$ cat config.mk
export PLATFORM = sky130hd
export DESIGN_NAME = ces_sink_flat
export DESIGN_NICKNAME = d
export VERILOG_FILES = /design/src/hw/ces_pkg.sv /design/src/hw/ces_link_if.sv /design/src/hw/ces_edc_acc.sv /design/src/hw/ces_sink.sv /design/src/flat_wrapper.sv
export SDC_FILE = /design/constraint.sdc
export NUM_CORES = 1
export LEC_CHECK = 0
export ABC_AREA = 0
export BUFFER_PORTS_ARGS = -buffer_cell sky130_fd_sc_hd__buf_2
export CAP_MARGIN = 30
export CORE_ASPECT_RATIO = 0.7
export CORE_MARGIN = 10
export CORE_UTILIZATION = 50
export CTS_CLUSTER_DIAMETER = 30
export DETAILED_ROUTE_END_ITERATION = 7
export PLACE_DENSITY = 0.72
export SLEW_MARGIN = 30
export SYNTH_ARGS = -nofsm -noshare
export SYNTH_HDL_FRONTEND = slang
export SYNTH_HIERARCHICAL = 1
export SYNTH_SLANG_ARGS = --single-unit
$ cat constraint.sdc
create_clock -name sys_clk -period 5.5 [get_ports sys_clk]
set_clock_uncertainty 0.15 [all_clocks]
set_input_delay 0.275 -clock sys_clk [delete_from_list [all_inputs] [get_ports sys_clk]]
set_output_delay 0.275 -clock sys_clk [all_outputs]
set_load 0.02 [all_outputs]
$ cat src/hw/ces_pkg.sv
// Purpose: Shared constants for channel error supervision
// Assumes: One system clock for source and sink ends
// Notes:   Slot kinds, check seeds and code group patterns

package ces_pkg;

	// ----------------------------------------
	// Adaptation modes
	// ----------------------------------------
	typedef enum logic [1:0] {
		CES_MODE_GENERIC  = 2'h0,
		CES_MODE_TYPE_ONE = 2'h1,
		CES_MODE_TYPE_TWO = 2'h3,
		CES_MODE_LINE     = 2'h2
	} ces_mode_type;

	// ----------------------------------------
	// Slot word kinds on the link
	// ----------------------------------------
	localparam logic [2:0] KIND_IDLE    = 3'h0;
	localparam logic [2:0] KIND_DATA    = 3'h1;
	localparam logic [2:0] KIND_HEADER  = 3'h2;
	localparam logic [2:0] KIND_TRAILER = 3'h3;
	localparam logic [2:0] KIND_CHECK   = 3'h4;

	// ----------------------------------------
	// Check codes
	// ----------------------------------------
	localparam logic [31:0] CRC_POLY     = 32'h04C11DB7;
	localparam logic [31:0] CRC_SEED     = 32'hFFFFFFFF;
	localparam logic [31:0] CRC_OUT_XOR  = 32'hFFFFFFFF;
	localparam logic [15:0] BIP_SEED     = 16'h0000;
	localparam int          SLOT_SUM_POS = 0;
	localparam int          SLOT_SUM_W   = 8;

	// ----------------------------------------
	// Line code groups
	// ----------------------------------------
	localparam logic [9:0] COMMA_NEG = 10'h0FA;
	localparam logic [9:0] COMMA_POS = 10'h305;
	localparam int         ONES_MIN  = 4;
	localparam int         ONES_MAX  = 6;

	// ----------------------------------------
	// Reset values
	// ----------------------------------------
	localparam logic [31:0] WORD_RST  = 32'h00000000;
	localparam logic [9:0]  GROUP_RST = 10'h000;

endpackage

$ cat src/hw/ces_link_if.sv
// Purpose: Slot word and code group link between source and sink
// Assumes: Both ends on sys_clk
// Notes:   Source drives every signal

`timescale 1ns/100ps

interface ces_link_if;
	logic        word_valid;
	logic [2:0]  word_kind;
	logic [31:0] word_data;
	logic        group_valid;
	logic [9:0]  group_data;

	modport source (
		output word_valid,
		output word_kind,
		output word_data,
		output group_valid,
		output group_data
	);

	modport sink (
		input  word_valid,
		input  word_kind,
		input  word_data,
		input  group_valid,
		input  group_data
	);
endinterface

$ cat src/hw/ces_edc_acc.sv
// Purpose: Running CRC-32 and BIP-16 together over data slot words
// Assumes: Restart and update never in the same cycle
// Notes:   Used by both ends so the codes match by construction

`timescale 1ns/100ps

module ces_edc_acc (
	// Clock and reset
	input  wire logic        sys_clk,
	input  wire logic        resetn,
	input  wire logic        ce,
	// Control
	input  wire logic        restart,
	input  wire logic        update,
	input  wire logic [31:0] data,
	// Results
	output      logic [31:0] crc_value,
	output      logic [15:0] bip_value
);

	logic [31:0] crc_reg;
	logic [31:0] crc_next;
	logic [15:0] bip_reg;
	logic [15:0] bip_next;

	// ----------------------------------------
	// Bit serial CRC step, MSB first
	// ----------------------------------------
	function automatic logic [31:0] crc_word(input logic [31:0] c, input logic [31:0] d);
		logic [31:0] r;
		logic        fb;
		r = c;
		for (int i = 31; i >= 0; i--) begin
			fb = r[31] ^ d[i];
			r = {r[30:0], 1'b0} ^ (fb ? ces_pkg::CRC_POLY : 32'h00000000);
		end
		return r;
	endfunction

	// Restart seeds, so a frame check never carries the previous frame
	assign crc_next  = restart ? ces_pkg::CRC_SEED : (update ? crc_word(crc_reg, data) : crc_reg);
	assign bip_next  = restart ? ces_pkg::BIP_SEED : (update ? bip_reg ^ data[31:16] ^ data[15:0] : bip_reg);
	assign crc_value = crc_reg ^ ces_pkg::CRC_OUT_XOR;
	assign bip_value = bip_reg;

	always_ff @(posedge sys_clk or negedge resetn) begin
		if (!resetn) begin
			crc_reg <= ces_pkg::CRC_SEED;
			bip_reg <= ces_pkg::BIP_SEED;
		end else if (ce) begin
			crc_reg <= crc_next;
			bip_reg <= bip_next;
		end
	end

endmodule

$ cat src/hw/ces_sink.sv
// Purpose: Channel sink signal quality supervision
// Assumes: Frame runs from one check slot word to the next
// Notes:   One second tick comes from the local time base
// How it works
// - Compare frame code with next frame's check
// - No violations during server fail or alarm; errored blocks are gated, code group and ordered set flags are not
// - Source sends CRC-32 of data words
// - Recompute CRC-32, flag mismatch
// - Source adds header and trailer sums in type one only
// - Type one: header, trailer or CRC mismatch
// - Type two uses BIP-16 both ends
// - Flag illegal 10-bit code groups
// - Flag invalid ordered set combinations
// - Line mode supervises by code groups only
// - Each second compare count with threshold
// - Threshold above zero, within blocks per second; code flags only a zero threshold, no upper bound is checked
// - Degraded flag follows per second comparison
// - End to end; monitor may tap copy

`timescale 1ns/100ps

module ces_sink #(
	parameter int CNT_W = 24
) (
	// Clock and reset
	input  wire logic                  sys_clk,
	input  wire logic                  resetn,
	input  wire logic                  ce,
	// Configuration and conditions
	input  wire ces_pkg::ces_mode_type mode,
	input  wire logic [CNT_W-1:0]      degrade_threshold,
	input  wire logic                  server_signal_fail,
	input  wire logic                  alarm_indication_defect,
	input  wire logic                  second_tick,
	// Link
	ces_link_if.sink                   link,
	// Anomalies
	output      logic                  near_end_errored_block_flag,
	output      logic                  code_group_fail_flag,
	output      logic                  ordered_set_fail_flag,
	output      logic                  degraded_period_flag,
	output      logic [CNT_W-1:0]      errored_block_count_per_second,
	output      logic                  threshold_invalid
);

	// ----------------------------------------
	// Slot word decode
	// ----------------------------------------
	logic        word_data_seen;
	logic        word_check_seen;
	logic        word_hdr_trl_seen;
	logic [31:0] crc_value;
	logic [15:0] bip_value;
	logic [7:0]  slot_sum;
	logic        line_mode;
	logic        type_one;
	logic        type_two;

	assign word_data_seen    = link.word_valid && link.word_kind == ces_pkg::KIND_DATA;
	assign word_check_seen   = link.word_valid && link.word_kind == ces_pkg::KIND_CHECK;
	assign word_hdr_trl_seen = link.word_valid &&
	                           (link.word_kind == ces_pkg::KIND_HEADER || link.word_kind == ces_pkg::KIND_TRAILER);
	assign slot_sum          = link.word_data[31:24] ^ link.word_data[23:16] ^ link.word_data[15:8];
	assign line_mode         = mode == ces_pkg::CES_MODE_LINE;
	assign type_one          = mode == ces_pkg::CES_MODE_TYPE_ONE;
	assign type_two          = mode == ces_pkg::CES_MODE_TYPE_TWO;

	ces_edc_acc u_acc (
		.sys_clk   (sys_clk),
		.resetn    (resetn),
		.ce        (ce),
		.restart   (word_check_seen),
		.update    (word_data_seen),
		.data      (link.word_data),
		.crc_value (crc_value),
		.bip_value (bip_value)
	);

	// ----------------------------------------
	// Frame check comparison
	// ----------------------------------------
	logic primed_reg;
	logic primed_next;
	logic frame_bad_reg;
	logic frame_bad_next;
	logic slot_sum_bad;
	logic check_mismatch;
	logic check_code_violation;
	logic violation_gated;
	logic line_anomaly;
	logic errored_block;
	logic cgf_now;
	logic osf_now;

	// First check after reset has no frame behind it, so it is not judged
	assign primed_next = word_check_seen ? 1'b1 : primed_reg;

	assign slot_sum_bad = type_one && word_hdr_trl_seen &&
	                      link.word_data[ces_pkg::SLOT_SUM_POS +: ces_pkg::SLOT_SUM_W] != slot_sum;

	// Header and trailer faults are held until the frame's verdict
	assign frame_bad_next = word_check_seen ? slot_sum_bad : (frame_bad_reg | slot_sum_bad);

	assign check_mismatch = type_two ? (link.word_data[15:0] != bip_value) : (link.word_data != crc_value);

	assign check_code_violation = !line_mode && word_check_seen && primed_reg && (check_mismatch || frame_bad_reg);

	assign violation_gated = check_code_violation && !server_signal_fail && !alarm_indication_defect;

	assign line_anomaly  = line_mode && (cgf_now || osf_now) && !server_signal_fail && !alarm_indication_defect;
	assign errored_block = violation_gated || line_anomaly;

	always_ff @(posedge sys_clk or negedge resetn) begin
		if (!resetn) begin
			primed_reg    <= 1'b0;
			frame_bad_reg <= 1'b0;
		end else if (ce) begin
			primed_reg    <= primed_next;
			frame_bad_reg <= frame_bad_next;
		end
	end

	// ----------------------------------------
	// Code group checks
	// ----------------------------------------
	logic       group_legal;
	logic       group_comma;
	logic       after_comma_reg;
	logic       after_comma_next;
	logic [3:0] ones_all;
	logic [3:0] ones_six;
	logic [3:0] ones_four;

	function automatic logic [3:0] count_ones(input logic [9:0] v);
		logic [3:0] n;
		n = 4'h0;
		for (int i = 0; i < 10; i++) begin
			n = n + {3'h0, v[i]};
		end
		return n;
	endfunction

	assign ones_all  = count_ones(link.group_data);
	assign ones_six  = count_ones({4'h0, link.group_data[9:4]});
	assign ones_four = count_ones({6'h00, link.group_data[3:0]});

	// Disparity limits only; running disparity is not tracked here
	assign group_legal = ones_all >= 4'(ces_pkg::ONES_MIN) && ones_all <= 4'(ces_pkg::ONES_MAX) &&
	                     ones_six >= 4'h2 && ones_six <= 4'h4 &&
	                     ones_four >= 4'h1 && ones_four <= 4'h3;
	assign group_comma = link.group_data == ces_pkg::COMMA_NEG || link.group_data == ces_pkg::COMMA_POS;

	assign cgf_now = link.group_valid && !group_legal;

	assign osf_now = link.group_valid && after_comma_reg && (group_comma || !group_legal);

	assign after_comma_next = link.group_valid ? (group_comma && group_legal && !after_comma_reg) : after_comma_reg;

	always_ff @(posedge sys_clk or negedge resetn) begin
		if (!resetn) begin
			after_comma_reg <= 1'b0;
		end else if (ce) begin
			after_comma_reg <= after_comma_next;
		end
	end

	// ----------------------------------------
	// One second performance count
	// ----------------------------------------
	logic [CNT_W-1:0] count_reg;
	logic [CNT_W-1:0] count_next;
	logic [CNT_W-1:0] count_total;
	logic             count_full;
	logic             second_bad;

	// Saturate rather than wrap, a wrapped count would hide a bad second
	assign count_full  = &count_reg;
	assign count_total = (errored_block && !count_full) ? count_reg + CNT_W'(1) : count_reg;

	assign count_next = second_tick ? '0 : count_total;

	assign second_bad = count_total >= degrade_threshold;

	always_ff @(posedge sys_clk or negedge resetn) begin
		if (!resetn) begin
			count_reg <= '0;
		end else if (ce) begin
			count_reg <= count_next;
		end
	end

	// ----------------------------------------
	// Anomaly outputs
	// ----------------------------------------
	logic             eb_reg;
	logic             cgf_reg;
	logic             osf_reg;
	logic             dsp_reg;
	logic             dsp_next;
	logic [CNT_W-1:0] ebc_reg;
	logic [CNT_W-1:0] ebc_next;
	logic             thr_bad_reg;

	assign dsp_next = second_tick ? second_bad : dsp_reg;

	assign ebc_next = second_tick ? count_total : ebc_reg;

	always_ff @(posedge sys_clk or negedge resetn) begin
		if (!resetn) begin
			eb_reg      <= 1'b0;
			cgf_reg     <= 1'b0;
			osf_reg     <= 1'b0;
			dsp_reg     <= 1'b0;
			ebc_reg     <= '0;
			thr_bad_reg <= 1'b0;
		end else if (ce) begin
			eb_reg      <= errored_block;
			cgf_reg     <= cgf_now;
			osf_reg     <= osf_now;
			dsp_reg     <= dsp_next;
			ebc_reg     <= ebc_next;
			thr_bad_reg <= degrade_threshold == '0;
		end
	end

	assign near_end_errored_block_flag    = eb_reg;
	assign code_group_fail_flag           = cgf_reg;
	assign ordered_set_fail_flag          = osf_reg;
	assign degraded_period_flag           = dsp_reg;
	assign errored_block_count_per_second = ebc_reg;
	assign threshold_invalid              = thr_bad_reg;

endmodule

$ cat src/flat_wrapper.sv
// flat-port wrapper written by rule: the top's interface ports become plain ports
module ces_sink_flat 
#(
	parameter int CNT_W = 24
)
  (sys_clk, resetn, ce, mode, degrade_threshold, server_signal_fail, alarm_indication_defect, second_tick, near_end_errored_block_flag, code_group_fail_flag, ordered_set_fail_flag, degraded_period_flag, errored_block_count_per_second, threshold_invalid, link_word_valid, link_word_kind, link_word_data, link_group_valid, link_group_data);
  ces_link_if link_i ();
  input  wire logic sys_clk;
  input  wire logic resetn;
  input  wire logic ce;
  input  wire ces_pkg::ces_mode_type mode;
  input  wire logic [CNT_W-1:0] degrade_threshold;
  input  wire logic server_signal_fail;
  input  wire logic alarm_indication_defect;
  input  wire logic second_tick;
  output      logic near_end_errored_block_flag;
  output      logic code_group_fail_flag;
  output      logic ordered_set_fail_flag;
  output      logic degraded_period_flag;
  output      logic [CNT_W-1:0] errored_block_count_per_second;
  output      logic threshold_invalid;
  input wire logic [$bits(link_i.word_valid)-1:0] link_word_valid;
  input wire logic [$bits(link_i.word_kind)-1:0] link_word_kind;
  input wire logic [$bits(link_i.word_data)-1:0] link_word_data;
  input wire logic [$bits(link_i.group_valid)-1:0] link_group_valid;
  input wire logic [$bits(link_i.group_data)-1:0] link_group_data;
  assign link_i.word_valid = link_word_valid;
  assign link_i.word_kind = link_word_kind;
  assign link_i.word_data = link_word_data;
  assign link_i.group_valid = link_group_valid;
  assign link_i.group_data = link_group_data;
  ces_sink #(.CNT_W(CNT_W)) u_core (.sys_clk(sys_clk), .resetn(resetn), .ce(ce), .mode(mode), .degrade_threshold(degrade_threshold), .server_signal_fail(server_signal_fail), .alarm_indication_defect(alarm_indication_defect), .second_tick(second_tick), .link(link_i), .near_end_errored_block_flag(near_end_errored_block_flag), .code_group_fail_flag(code_group_fail_flag), .ordered_set_fail_flag(ordered_set_fail_flag), .degraded_period_flag(degraded_period_flag), .errored_block_count_per_second(errored_block_count_per_second), .threshold_invalid(threshold_invalid));
endmodule
==> results of run 1 <==
[cell usage after synthesis, types with 8 or more instances]
cell type  count
xnor2_1      249
dfstp_2       32
nand3_1       25
xnor2_2       19
dfrtp_1       72
or3_1          9
o21ai_0       32
a22oi_1       30
a31oi_1       17
nand2b_1      13
a21oi_1       27
xnor3_1       14
o21ai_1       12
ha_1          36
inv_1         95
a21o_1         9
nand2_1       61
xnor2_4        8
o211ai_1      18
xor2_1        71
clkbuf_1      22
nor4_1        10
nand4_1       29
nor2_1        47
fa_1           8
or4_1         18
nor3_1        26
[layer usage]
metal | up-vias | global-route usage, %
li1 | 4121 | -
met1 | 4274 | 37.1
met2 | 371 | 31.8
met3 | 17 | 8.11
met4 | 0 | 2.97
met5 | - | 0
[kinds of logic after synthesis]
group	count (synthesis)	share of synthesized area, %
flops	104	25.3
simple gates	274	14.0
xor+xnor	373	37.6
buf+inv	131	5.11
compound gates	184	11.7
fa+ha+maj	44	5.84
mux	5	0.515
[what timing repair did]
action / 4_1_cts / 5_1_grt
setup endpoints to repair: 1 / 1
hold endpoints to repair: 51 / 0
hold buffers: 1 / 0
gates resized for setup: 2 / 8
pin swaps: 0 / 2
[how the worst max path moves through the flow]
stage	slack (ns)	cells after the start	end	startpoint
floorplan	0.08	25	u_core/degraded_period_flag	link_group_data[0]
global placement	-0.36	26	u_core/degraded_period_flag	link_group_data[0]
detailed placement	-0.43	26	u_core/degraded_period_flag	link_group_data[0]
CTS	0.01	26	u_core/degraded_period_flag	link_group_data[0]
global route	0.01	26	u_core/degraded_period_flag	link_group_data[0]
finish	0.20	26	u_core/degraded_period_flag	link_group_data[0]
[worst min-delay path, cell delays in order]
cell and delay [ns]:
buf_2 0.09, nor2_1 0.03, nand4_1 0.06, o22ai_1 0.07
[area by class of cell]
class,count,share of cell area (%)
Multi-Input combinational cell,880,61.1
Sequential cell,104,22.1
Timing Repair Buffer,169,8.63
Clock buffer,9,1.88
Tap cell,276,2.88
Clock inverter,7,0.439
Inverter,95,2.98
[per-stage QoR]
step / util (%) / hold slack, ns / setup slack, ns / instances
3_5_place_dp: 56.4 / 0.293 / -0.427 / 1522
3_3_place_gp: 56.4 / 0.294 / -0.356 / 1522
6_report: 58.0 / 0.0679 / 0.201 / 1540
5_1_grt: 58.0 / 0.105 / 0.0143 / 1540
2_1_floorplan: - / -0.171 / 0.0825 / 1115
4_1_cts: 57.8 / 0.0618 / 0.00998 / 1539
==> reports/metrics.yaml, run 1 <==
finish:
  nNetsFinal: 1382
  layout_commonest_cell: "xnor2_1"
  fillers: 1839
  seq_area_um2: 2640
  syn_to_final_growth_pct: 14.6
  drive_above_1_share_pct: 22.1
  final_cell_area_um2: 12000
  antenna_cells: 0
  largest_reg_flops: 32
  layout_common_cells: "249 x xnor2_1, 106 x buf_2, 95 x inv_1"
  multiInputGateArea_um2: 7330
placement:
  place.gp.congestion: 1.02
  hpwl_um: 26300
  dpl_cell_area_um2: 11600
  port_buffers: 107
route:
  via_per_inst: 5.70
  wl_per_cell_um: 21.3
  wl_met2_um: 12900
  drtAntennaViolNets: 0
  drt_pass1_iterations: 6
  drc: 0
  top_layer: "met4"
  met3_length_um: 3520
  first_iter_violations: 962
  wl_um: 32800
  wirelength_met1_um: 16200
  vias: 8783
floorplan:
  ios: 108
  start_util_pct: 50.6
  core_um2: 20600
  die-area_um2: 27200
  die_y_um: 141
  die_x_um: 193
  num_rows: 44
global_route:
  grt_max_degree: 65
  grt_pass1_vias: 8563
  grt_pass1_wl_um: 50400
  grt_remaining_overflow: 0
  grtUsageTotal_pct: 24.0
  antenna_found_initial: 0
timing:
  setup_viol: 0
  finalCriticalPeriod_ns: 5.30
  report.final.slew_viol_count: 0
  finalSetupTns_ns: 0
  max_freq_ghz: 0.189
  worst_slew_pin_slew_ns: 0.998
  relSlewSlack_pct: 32.9
  rsz0062_at_grt: "no"
  hold_viol_final: 0
  period_share_pct: 96.3
worst_setup_path:
  crit_path_max_fanout: 2
  ff2ff_path_depth: 10
  worstSetupEndpointType: "flip-flop"
  worstPathRequired_ns: 5.59
  crit_buf_inv: 5
  rrSetupSlack_ns: 0.90
  worstSetupStartpointType: "input pin"
  critical_path_arrival_ns: 5.39
  timing.rr.start: "u_core/u_acc/crc_reg[20]"
  reg2reg_to: "u_core/u_acc/crc_reg[10]"
  max_stage_delay_ns: 0.53
  critical_path_class: "in2reg"
  cpMaxStageDelayCell: "fa_1"
  crit_family: "adder cells"
logic_synthesis:
  synth_seq_cells: 104
  ys_warn_count: 6
  synth_top_cell_area_share_pct: 20.9
  yosysTopAreaCell: "xnor2_1"
  synthArstFlopShare_pct: 100
  syn_area_per_cell_um2: 9.38
  synth_area_leaders: "xnor2_1 21%, dfrtp_1 17%, dfstp_2 8.0%"
  synthCells: 1115
  synth.distinct_cells: 78
  synth-edff-count: 0
  yosysSeqAreaShare_pct: 25.3
  synth_ff_type: "dfrtp_1"
  synth_area_um2: 10500
  syn_nets: 1238
run:
  max_cap_violations: 0
clock_network:
  clk_latency_ns: 0.36
  htreeDepth: 3
  root_buffer: "clkbuf_16"
  cts_buffers: 9
  cts.path.max_buffers: 2
  post-cts-setup-buffers: 0
  cts_tree: "done"
  clkSlewWorstSetupHoldPaths_ns: 0.07
  cts.sinks: 104
run_status:
  run_status: "finished, final reports clean"
hold_path:
  whs_path_depth: 4
  holdPathEnd: "u_core/threshold_invalid"
  worstHoldStart: "degrade_threshold[7]"
  hold_class: "in2reg"
Power of run 1 is not shown: default switching activity piles up to over one toggle a cycle in this logic, so the estimate is an artifact.
==> inputs of run 2 (changes only) <==
--- a/config.mk
+++ b/config.mk
@@ -6,16 +6,15 @@
 export NUM_CORES = 1
 export LEC_CHECK = 0
 export ABC_AREA = 0
-export BUFFER_PORTS_ARGS = -buffer_cell sky130_fd_sc_hd__buf_2
 export CAP_MARGIN = 30
 export CORE_ASPECT_RATIO = 0.7
 export CORE_MARGIN = 10
 export CORE_UTILIZATION = 50
 export CTS_CLUSTER_DIAMETER = 30
 export DETAILED_ROUTE_END_ITERATION = 7
-export PLACE_DENSITY = 0.72
+export DONT_BUFFER_PORTS = 1
+export PLACE_DENSITY = 0.68
 export SLEW_MARGIN = 30
 export SYNTH_ARGS = -nofsm -noshare
 export SYNTH_HDL_FRONTEND = slang
-export SYNTH_HIERARCHICAL = 1
 export SYNTH_SLANG_ARGS = --single-unit
==> run 2 against run 1 <==
Critical path type unchanged; design area down 12%; highest routed layer unchanged; cell count is 17% lower; register-to-register slack lost 0.36 ns; the flow now finishes with violations (hold timing, setup timing); first-iteration DRC count down 28%; via count down 19%; critical endpoint is now u_core.degraded_period_flag.
==> reports/metrics.yaml, run 2 <==
floorplan:
  ios: 108
  num_rows: 41
  die_y_um: 134
  die_x_um: 183
  die-area_um2: 24500
  start_util_pct: 51.3
  core_um2: 18100
placement:
  port_buffers: 0
  dp_cells: 1217
  place.gp.congestion: 0.973
  dpl_cell_area_um2: 9920
  hpwl_um: 21200
logic_synthesis:
  synthMuxAreaShare_pct: 2.28
  synth_simple_gate_area_share_pct: 10.7
  ys_warn_count: 0
  synth_xor_area_share_pct: 38.1
  synth_compound_area_share_pct: 9.49
  synth_area_um2: 9290
  synth_top_cell_area_share_pct: 19.7
  yosysSeqAreaShare_pct: 28.4
  synth_top_family_by_area: "XOR/XNOR gates"
  synthCells: 956
  synth_area_leaders: "xnor2_1 20%, dfrtp_1 19%, dfstp_2 9.0%"
  syn_nets: 1082
  synthArstFlopShare_pct: 100
  yosysTopAreaCell: "xnor2_1"
  synth-edff-count: 0
  yosys-top-cells-count: "209 x xnor2_1, 80 x xor2_1, 72 x dfrtp_1, 68 x inv_1, 68 x nand2_1"
  synth_seq_cells: 104
  post-synth-top-count-cell: "xnor2_1"
  syn_area_per_cell_um2: 9.72
  synth_ff_type: "dfrtp_1"
  synth.distinct_cells: 54
  synthAdderAreaFrac_pct: 7.06
worst_setup_path:
  critical_path_class: "in2reg"
  cpMaxStageDelayCell: "fa_1"
  crit_path_max_fanout: 5
  worstSetupEndpointType: "flip-flop"
  worstPathRequired_ns: 5.56
  crit_path_frequent_cell: "a21oi_2"
  max_stage_delay_ns: 0.49
  worstSetupStartpointType: "input pin"
  critical_path_arrival_ns: 5.77
route:
  vias: 7111
  via_per_inst: 5.59
  drc: 0
  drtAntennaViolNets: 0
  drt_pass1_iterations: 5
  wl_um: 27500
  wl_per_cell_um: 21.6
  first_iter_violations: 691
finish:
  seq_area_um2: 2640
  multiInputGateArea_um2: 6400
  final_cell_area_um2: 10600
  layout_common_cells: "208 x xnor2_1, 79 x xor2_1, 77 x buf_4"
  nNetsFinal: 1156
  fillers: 1540
  utilization_pct: 58.4
  layout_commonest_cell: "xnor2_1"
  antenna_cells: 0
  syn_to_final_growth_pct: 13.9
  fin_cells: 1271
  largest_reg_flops: 32
  drive_above_1_share_pct: 20.9
timing:
  relSlewSlack_pct: 38.3
  hold_viol_final: 1
  max_freq_ghz: 0.175
  rsz0062_at_grt: "yes"
  period_share_pct: 104
  setup_viol: 1
  fin_ws_ns: -0.208
  finalCriticalPeriod_ns: 5.71
  holdWs_ns: -0.0173
  report.final.slew_viol_count: 0
  worst_slew_pin_slew_ns: 0.914
clock_network:
  clkSlewWorstSetupHoldPaths_ns: 0.07
  cts_tree: "done"
  htreeDepth: 3
  clk_latency_ns: 0.36
  cts.sinks: 104
  root_buffer: "clkbuf_16"
  cts.path.max_buffers: 2
  cts_buffers: 9
global_route:
  antenna_found_initial: 0
  grtUsageTotal_pct: 22.0
  grt_max_degree: 105
  use_met1_pct: 34.1
  grt_util_met3_pct: 6.64
  grt_remaining_overflow: 0
  grt.busiest_layer: "met1"
  grt_use_met2_pct: 29.0
  grt_pass1_vias: 6865
  grt_pass1_wl_um: 42000
run_status:
  violations: "hold timing, setup timing"
  run_status: "finished, violations left"
run:
  max_cap_violations: 0
hold_path:
  hold_class: "in2reg"
run 2: cell types whose count changed after synthesis, moves of 17 or more:
cell	before	now
a22oi_1	30	0
inv_1	95	68
nand4_1	29	12
nor3_1	26	6
o211ai_1	18	0
or4_1	18	1
xnor2_1	249	209
run 2: critical path: cells and delay by family:
family          cells  cell delay [ns]
buf+inv             3             0.24
compound gates     13             2.08
xor+xnor            1             0.15
simple gates        8             0.78
fa+ha+maj           6             2.24
run 2: kinds of logic after synthesis:
kind of cell             after synthesis
AO/OA/AOI/OAI                        142
XOR/XNOR                             342
adder cells (fa/ha/maj)               47
buffers and inverters                 93
flip-flops                           104
multiplexers                          19
AND/OR/NAND/NOR                      209
run 2: metrics by stage:
stage / TNS (ns) / worst slack [ns] / hold slack [ns]
CTS: -0.275 / -0.181 / 0.000939
floorplan: -0.245 / -0.245 / -0.171
global placement: -0.508 / -0.508 / -0.168
detailed placement: -0.614 / -0.614 / -0.168
global route: -0.465 / -0.465 / 0.00857
finish: -0.208 / -0.208 / -0.0173
run 2: final cells by class:
cell class,instances,area share [%]
tap,236,2.79
clock buffer,10,2.16
multi-input combinational,759,60.5
clock inverter,6,0.508
sequential,104,25.0
timing repair buffer,88,6.63
inverter,68,2.48
run 2: final timing paths:
check                                         start                                   endpoint  slack [ns]  depth (start not counted)
min in group asynchronous                    resetn  u_core.errored_block_count_per_second[15]        0.33                          2
min reg2reg                       u_core.primed_reg                          u_core.primed_reg        0.33                          1
max in group asynchronous                    resetn                    u_core.u_acc.crc_reg[9]        4.37                          2
max                              link_group_data[0]                u_core.degraded_period_flag       -0.21                         31
min                         alarm_indication_defect         u_core.near_end_errored_block_flag       -0.02                          3
max reg2reg                u_core.u_acc.crc_reg[29]                u_core.degraded_period_flag        0.54                         28
run 2: repair_timing:
action | in CTS | in global routing
hold buffers | 10 | 0
hold endpoints to repair | 133 | 0
endpoints found under the setup margin | 1 | 3
setup buffers | 28 | 4
pin swaps | 13 | 6
gates resized for setup | 3 | 10
run 2: routing by layer:
metal,part of all wire (%),routed length [um]
met1,48,13300
met2,40,10800
met3,11,3070
met4,0.82,224
met5,0,0
Power of run 2 is left out for the same reason.
==> inputs of run 3 (changes only) <==
--- a/config.mk
+++ b/config.mk
@@ -9,11 +9,11 @@
 export CAP_MARGIN = 30
 export CORE_ASPECT_RATIO = 0.7
 export CORE_MARGIN = 10
-export CORE_UTILIZATION = 50
+export CORE_UTILIZATION = 66
 export CTS_CLUSTER_DIAMETER = 30
 export DETAILED_ROUTE_END_ITERATION = 7
 export DONT_BUFFER_PORTS = 1
-export PLACE_DENSITY = 0.68
+export PLACE_DENSITY = 0.85
 export SLEW_MARGIN = 30
 export SYNTH_ARGS = -nofsm -noshare
 export SYNTH_HDL_FRONTEND = slang
==> run 3 against run 2 <==
The run still ends with hold timing, setup timing left; cell count is 3.7% lower; critical path depth decreased by 3; count of clock-buffer cells in the layout rose by 2; sequential cell count stayed put; fmax fell by 1.5%; first-iteration DRC count grew 41%; routed wire length is 3.7% higher; die area down 21%; global-route usage increased by 7.1 points; design area down 0.17%; critical path type unchanged; critical endpoint unchanged; highest routed layer unchanged.
==> reports/metrics.yaml, run 3 (same netlist as run 2, synthesis figures left out) <==
timing:
  hold_viol_final: 1
  setup_viol: 1
  finalCriticalPeriod_ns: 5.79
  holdWs_ns: -0.00626
  max_freq_ghz: 0.173
  fin_ws_ns: -0.292
  relSlewSlack_pct: 29.4
  period_share_pct: 105
  worst_slew_pin_slew_ns: 1.05
  report.final.slew_viol_count: 0
  rsz0062_at_grt: "yes"
route:
  vias: 7510
  via_per_inst: 6.14
  wl_per_cell_um: 23.3
  drc: 0
  drtAntennaViolNets: 0
  drt_pass1_iterations: 5
  first_iter_violations: 975
  wl_um: 28500
finish:
  final_cell_area_um2: 10600
  layout_common_cells: "208 x xnor2_1, 79 x xor2_1, 73 x buf_4"
  drive_above_1_share_pct: 20.7
  fillers: 934
  layout_commonest_cell: "xnor2_1"
  largest_reg_flops: 32
  antenna_cells: 0
  nNetsFinal: 1155
  syn_to_final_growth_pct: 13.7
worst_setup_path:
  worstPathRequired_ns: 5.58
  timing.rr.start: "u_core.u_acc.crc_reg[26]"
  worstSetupStartpointType: "input pin"
  rrSetupSlack_ns: 0.47
  worstSetupEndpointType: "flip-flop"
  critical_path_class: "in2reg"
  critical_path_arrival_ns: 5.87
  crit_path_max_fanout: 3
  ff2ff_path_depth: 22
  reg2reg_to: "u_core.degraded_period_flag"
clock_network:
  cts_buffers: 9
  cts.sinks: 104
  cts.path.max_buffers: 2
  clkSlewWorstSetupHoldPaths_ns: 0.08
  root_buffer: "clkbuf_16"
  htreeDepth: 3
  cts_tree: "done"
  clk_latency_ns: 0.37
floorplan:
  num_rows: 36
  core_um2: 13900
  die_y_um: 119
  start_util_pct: 67.0
  ios: 108
  die_x_um: 162
  die-area_um2: 19300
run_status:
  run_status: "finished, violations left"
  violations: "hold timing, setup timing"
global_route:
  grtUsageTotal_pct: 29.1
  grt_pass1_vias: 7468
  grt_max_degree: 105
  grt_remaining_overflow: 0
  grt_pass1_wl_um: 43700
  antenna_found_initial: 0
run:
  max_cap_violations: 0
placement:
  dpl_cell_area_um2: 9840
  hpwl_um: 20400
  port_buffers: 0
  place.gp.congestion: 1.02
hold_path:
  holdPathEnd: "u_core.count_reg[21]"
  hold_class: "in2reg"
  worstHoldStart: "ce"
  whs_path_depth: 2
==> run 3: changes by cell type in the layout (fill, tap and decap cells not counted), sizes merged <==
cell / delta
inv: -2
bufinv: +1
clkinvlp: -1
clkbuf: +2
dlygate4sd3: +1
buf: -2
==> run 3: worst max path at each step <==
| stage | start | to | slack [ns] | cells past startpoint |
|---|---|---|---|---|
| CTS | link_group_data[0] | u_core.degraded_period_flag | -0.11 | 29 |
| global placement | link_group_data[0] | u_core.degraded_period_flag | -0.48 | 32 |
| floorplan | link_group_data[0] | u_core.degraded_period_flag | -0.24 | 29 |
| detailed placement | link_group_data[0] | u_core.degraded_period_flag | -0.57 | 32 |
| finish | link_group_data[1] | u_core.degraded_period_flag | -0.29 | 28 |
| global route | link_group_data[1] | u_core.degraded_period_flag | -0.58 | 30 |
==> run 3: area by class of cell <==
class	instances	area, um^2	share of cell area (%)
clock inverter	4	52.6	0.497
timing repair buffer	87	713	6.75
multi-input combinational	759	6410	60.7
tap	190	238	2.25
clock buffer	12	246	2.33
inverter	68	260	2.46
sequential	104	2640	25.0
==> run 3: critical path: stages <==
cell and delay, ns:
ha_4 0.22, fa_1 0.49, fa_1 0.52, inv_2 0.04, fa_2 0.36, fa_2 0.37, a2111o_1 0.36, a221o_1 0.39
a21oi_2 0.15, nor3b_2 0.06, o21ai_1 0.18, a31oi_1 0.06, buf_4 0.17, buf_12 0.13, xnor2_2 0.13, ha_1 0.28
nand2b_4 0.13, a21o_1 0.15, a21o_1 0.15, a21o_1 0.15, a21o_1 0.15, a21o_1 0.14, a21o_1 0.15, a21oi_1 0.10
or3_1 0.13, a21oi_1 0.06, o31ai_1 0.22, a31oi_1 0.11
==> run 3: routing by layer <==
layer	vias up	part of all wire [%]	global-route usage (%)
met3	73	14	10.0
met4	0	2.5	7.77
met1	3637	41	40.2
met5	-	0	0
li1	3311	-	-
met2	489	42	42.4
==> run 3: through the flow <==
step / setup slack [ns] / setup TNS [ns] / std cells / util (%)
final: -0.292 / -0.292 / 1224 / 76.2
after global routing: -0.584 / -0.584 / 1224 / 76.2
after CTS: -0.113 / -0.143 / 1226 / 75.9
after detailed placement: -0.573 / -0.573 / 1169 / 71.0
after global placement: -0.484 / -0.484 / 1168 / 70.9
after floorplan: -0.245 / -0.245 / 956 / -
==> run 3: what timing repair did <==
action / 4_1_cts / 5_1_grt
endpoints found under the hold margin: 131 / 0
pin swaps: 11 / 5
buffers inserted: 30 / 3
endpoints found under the setup margin: 1 / 3
hold buffers: 11 / 0
gates resized for setup: 4 / 12
gates cloned: 0 / 0
Power of run 3 is left out for the same reason.
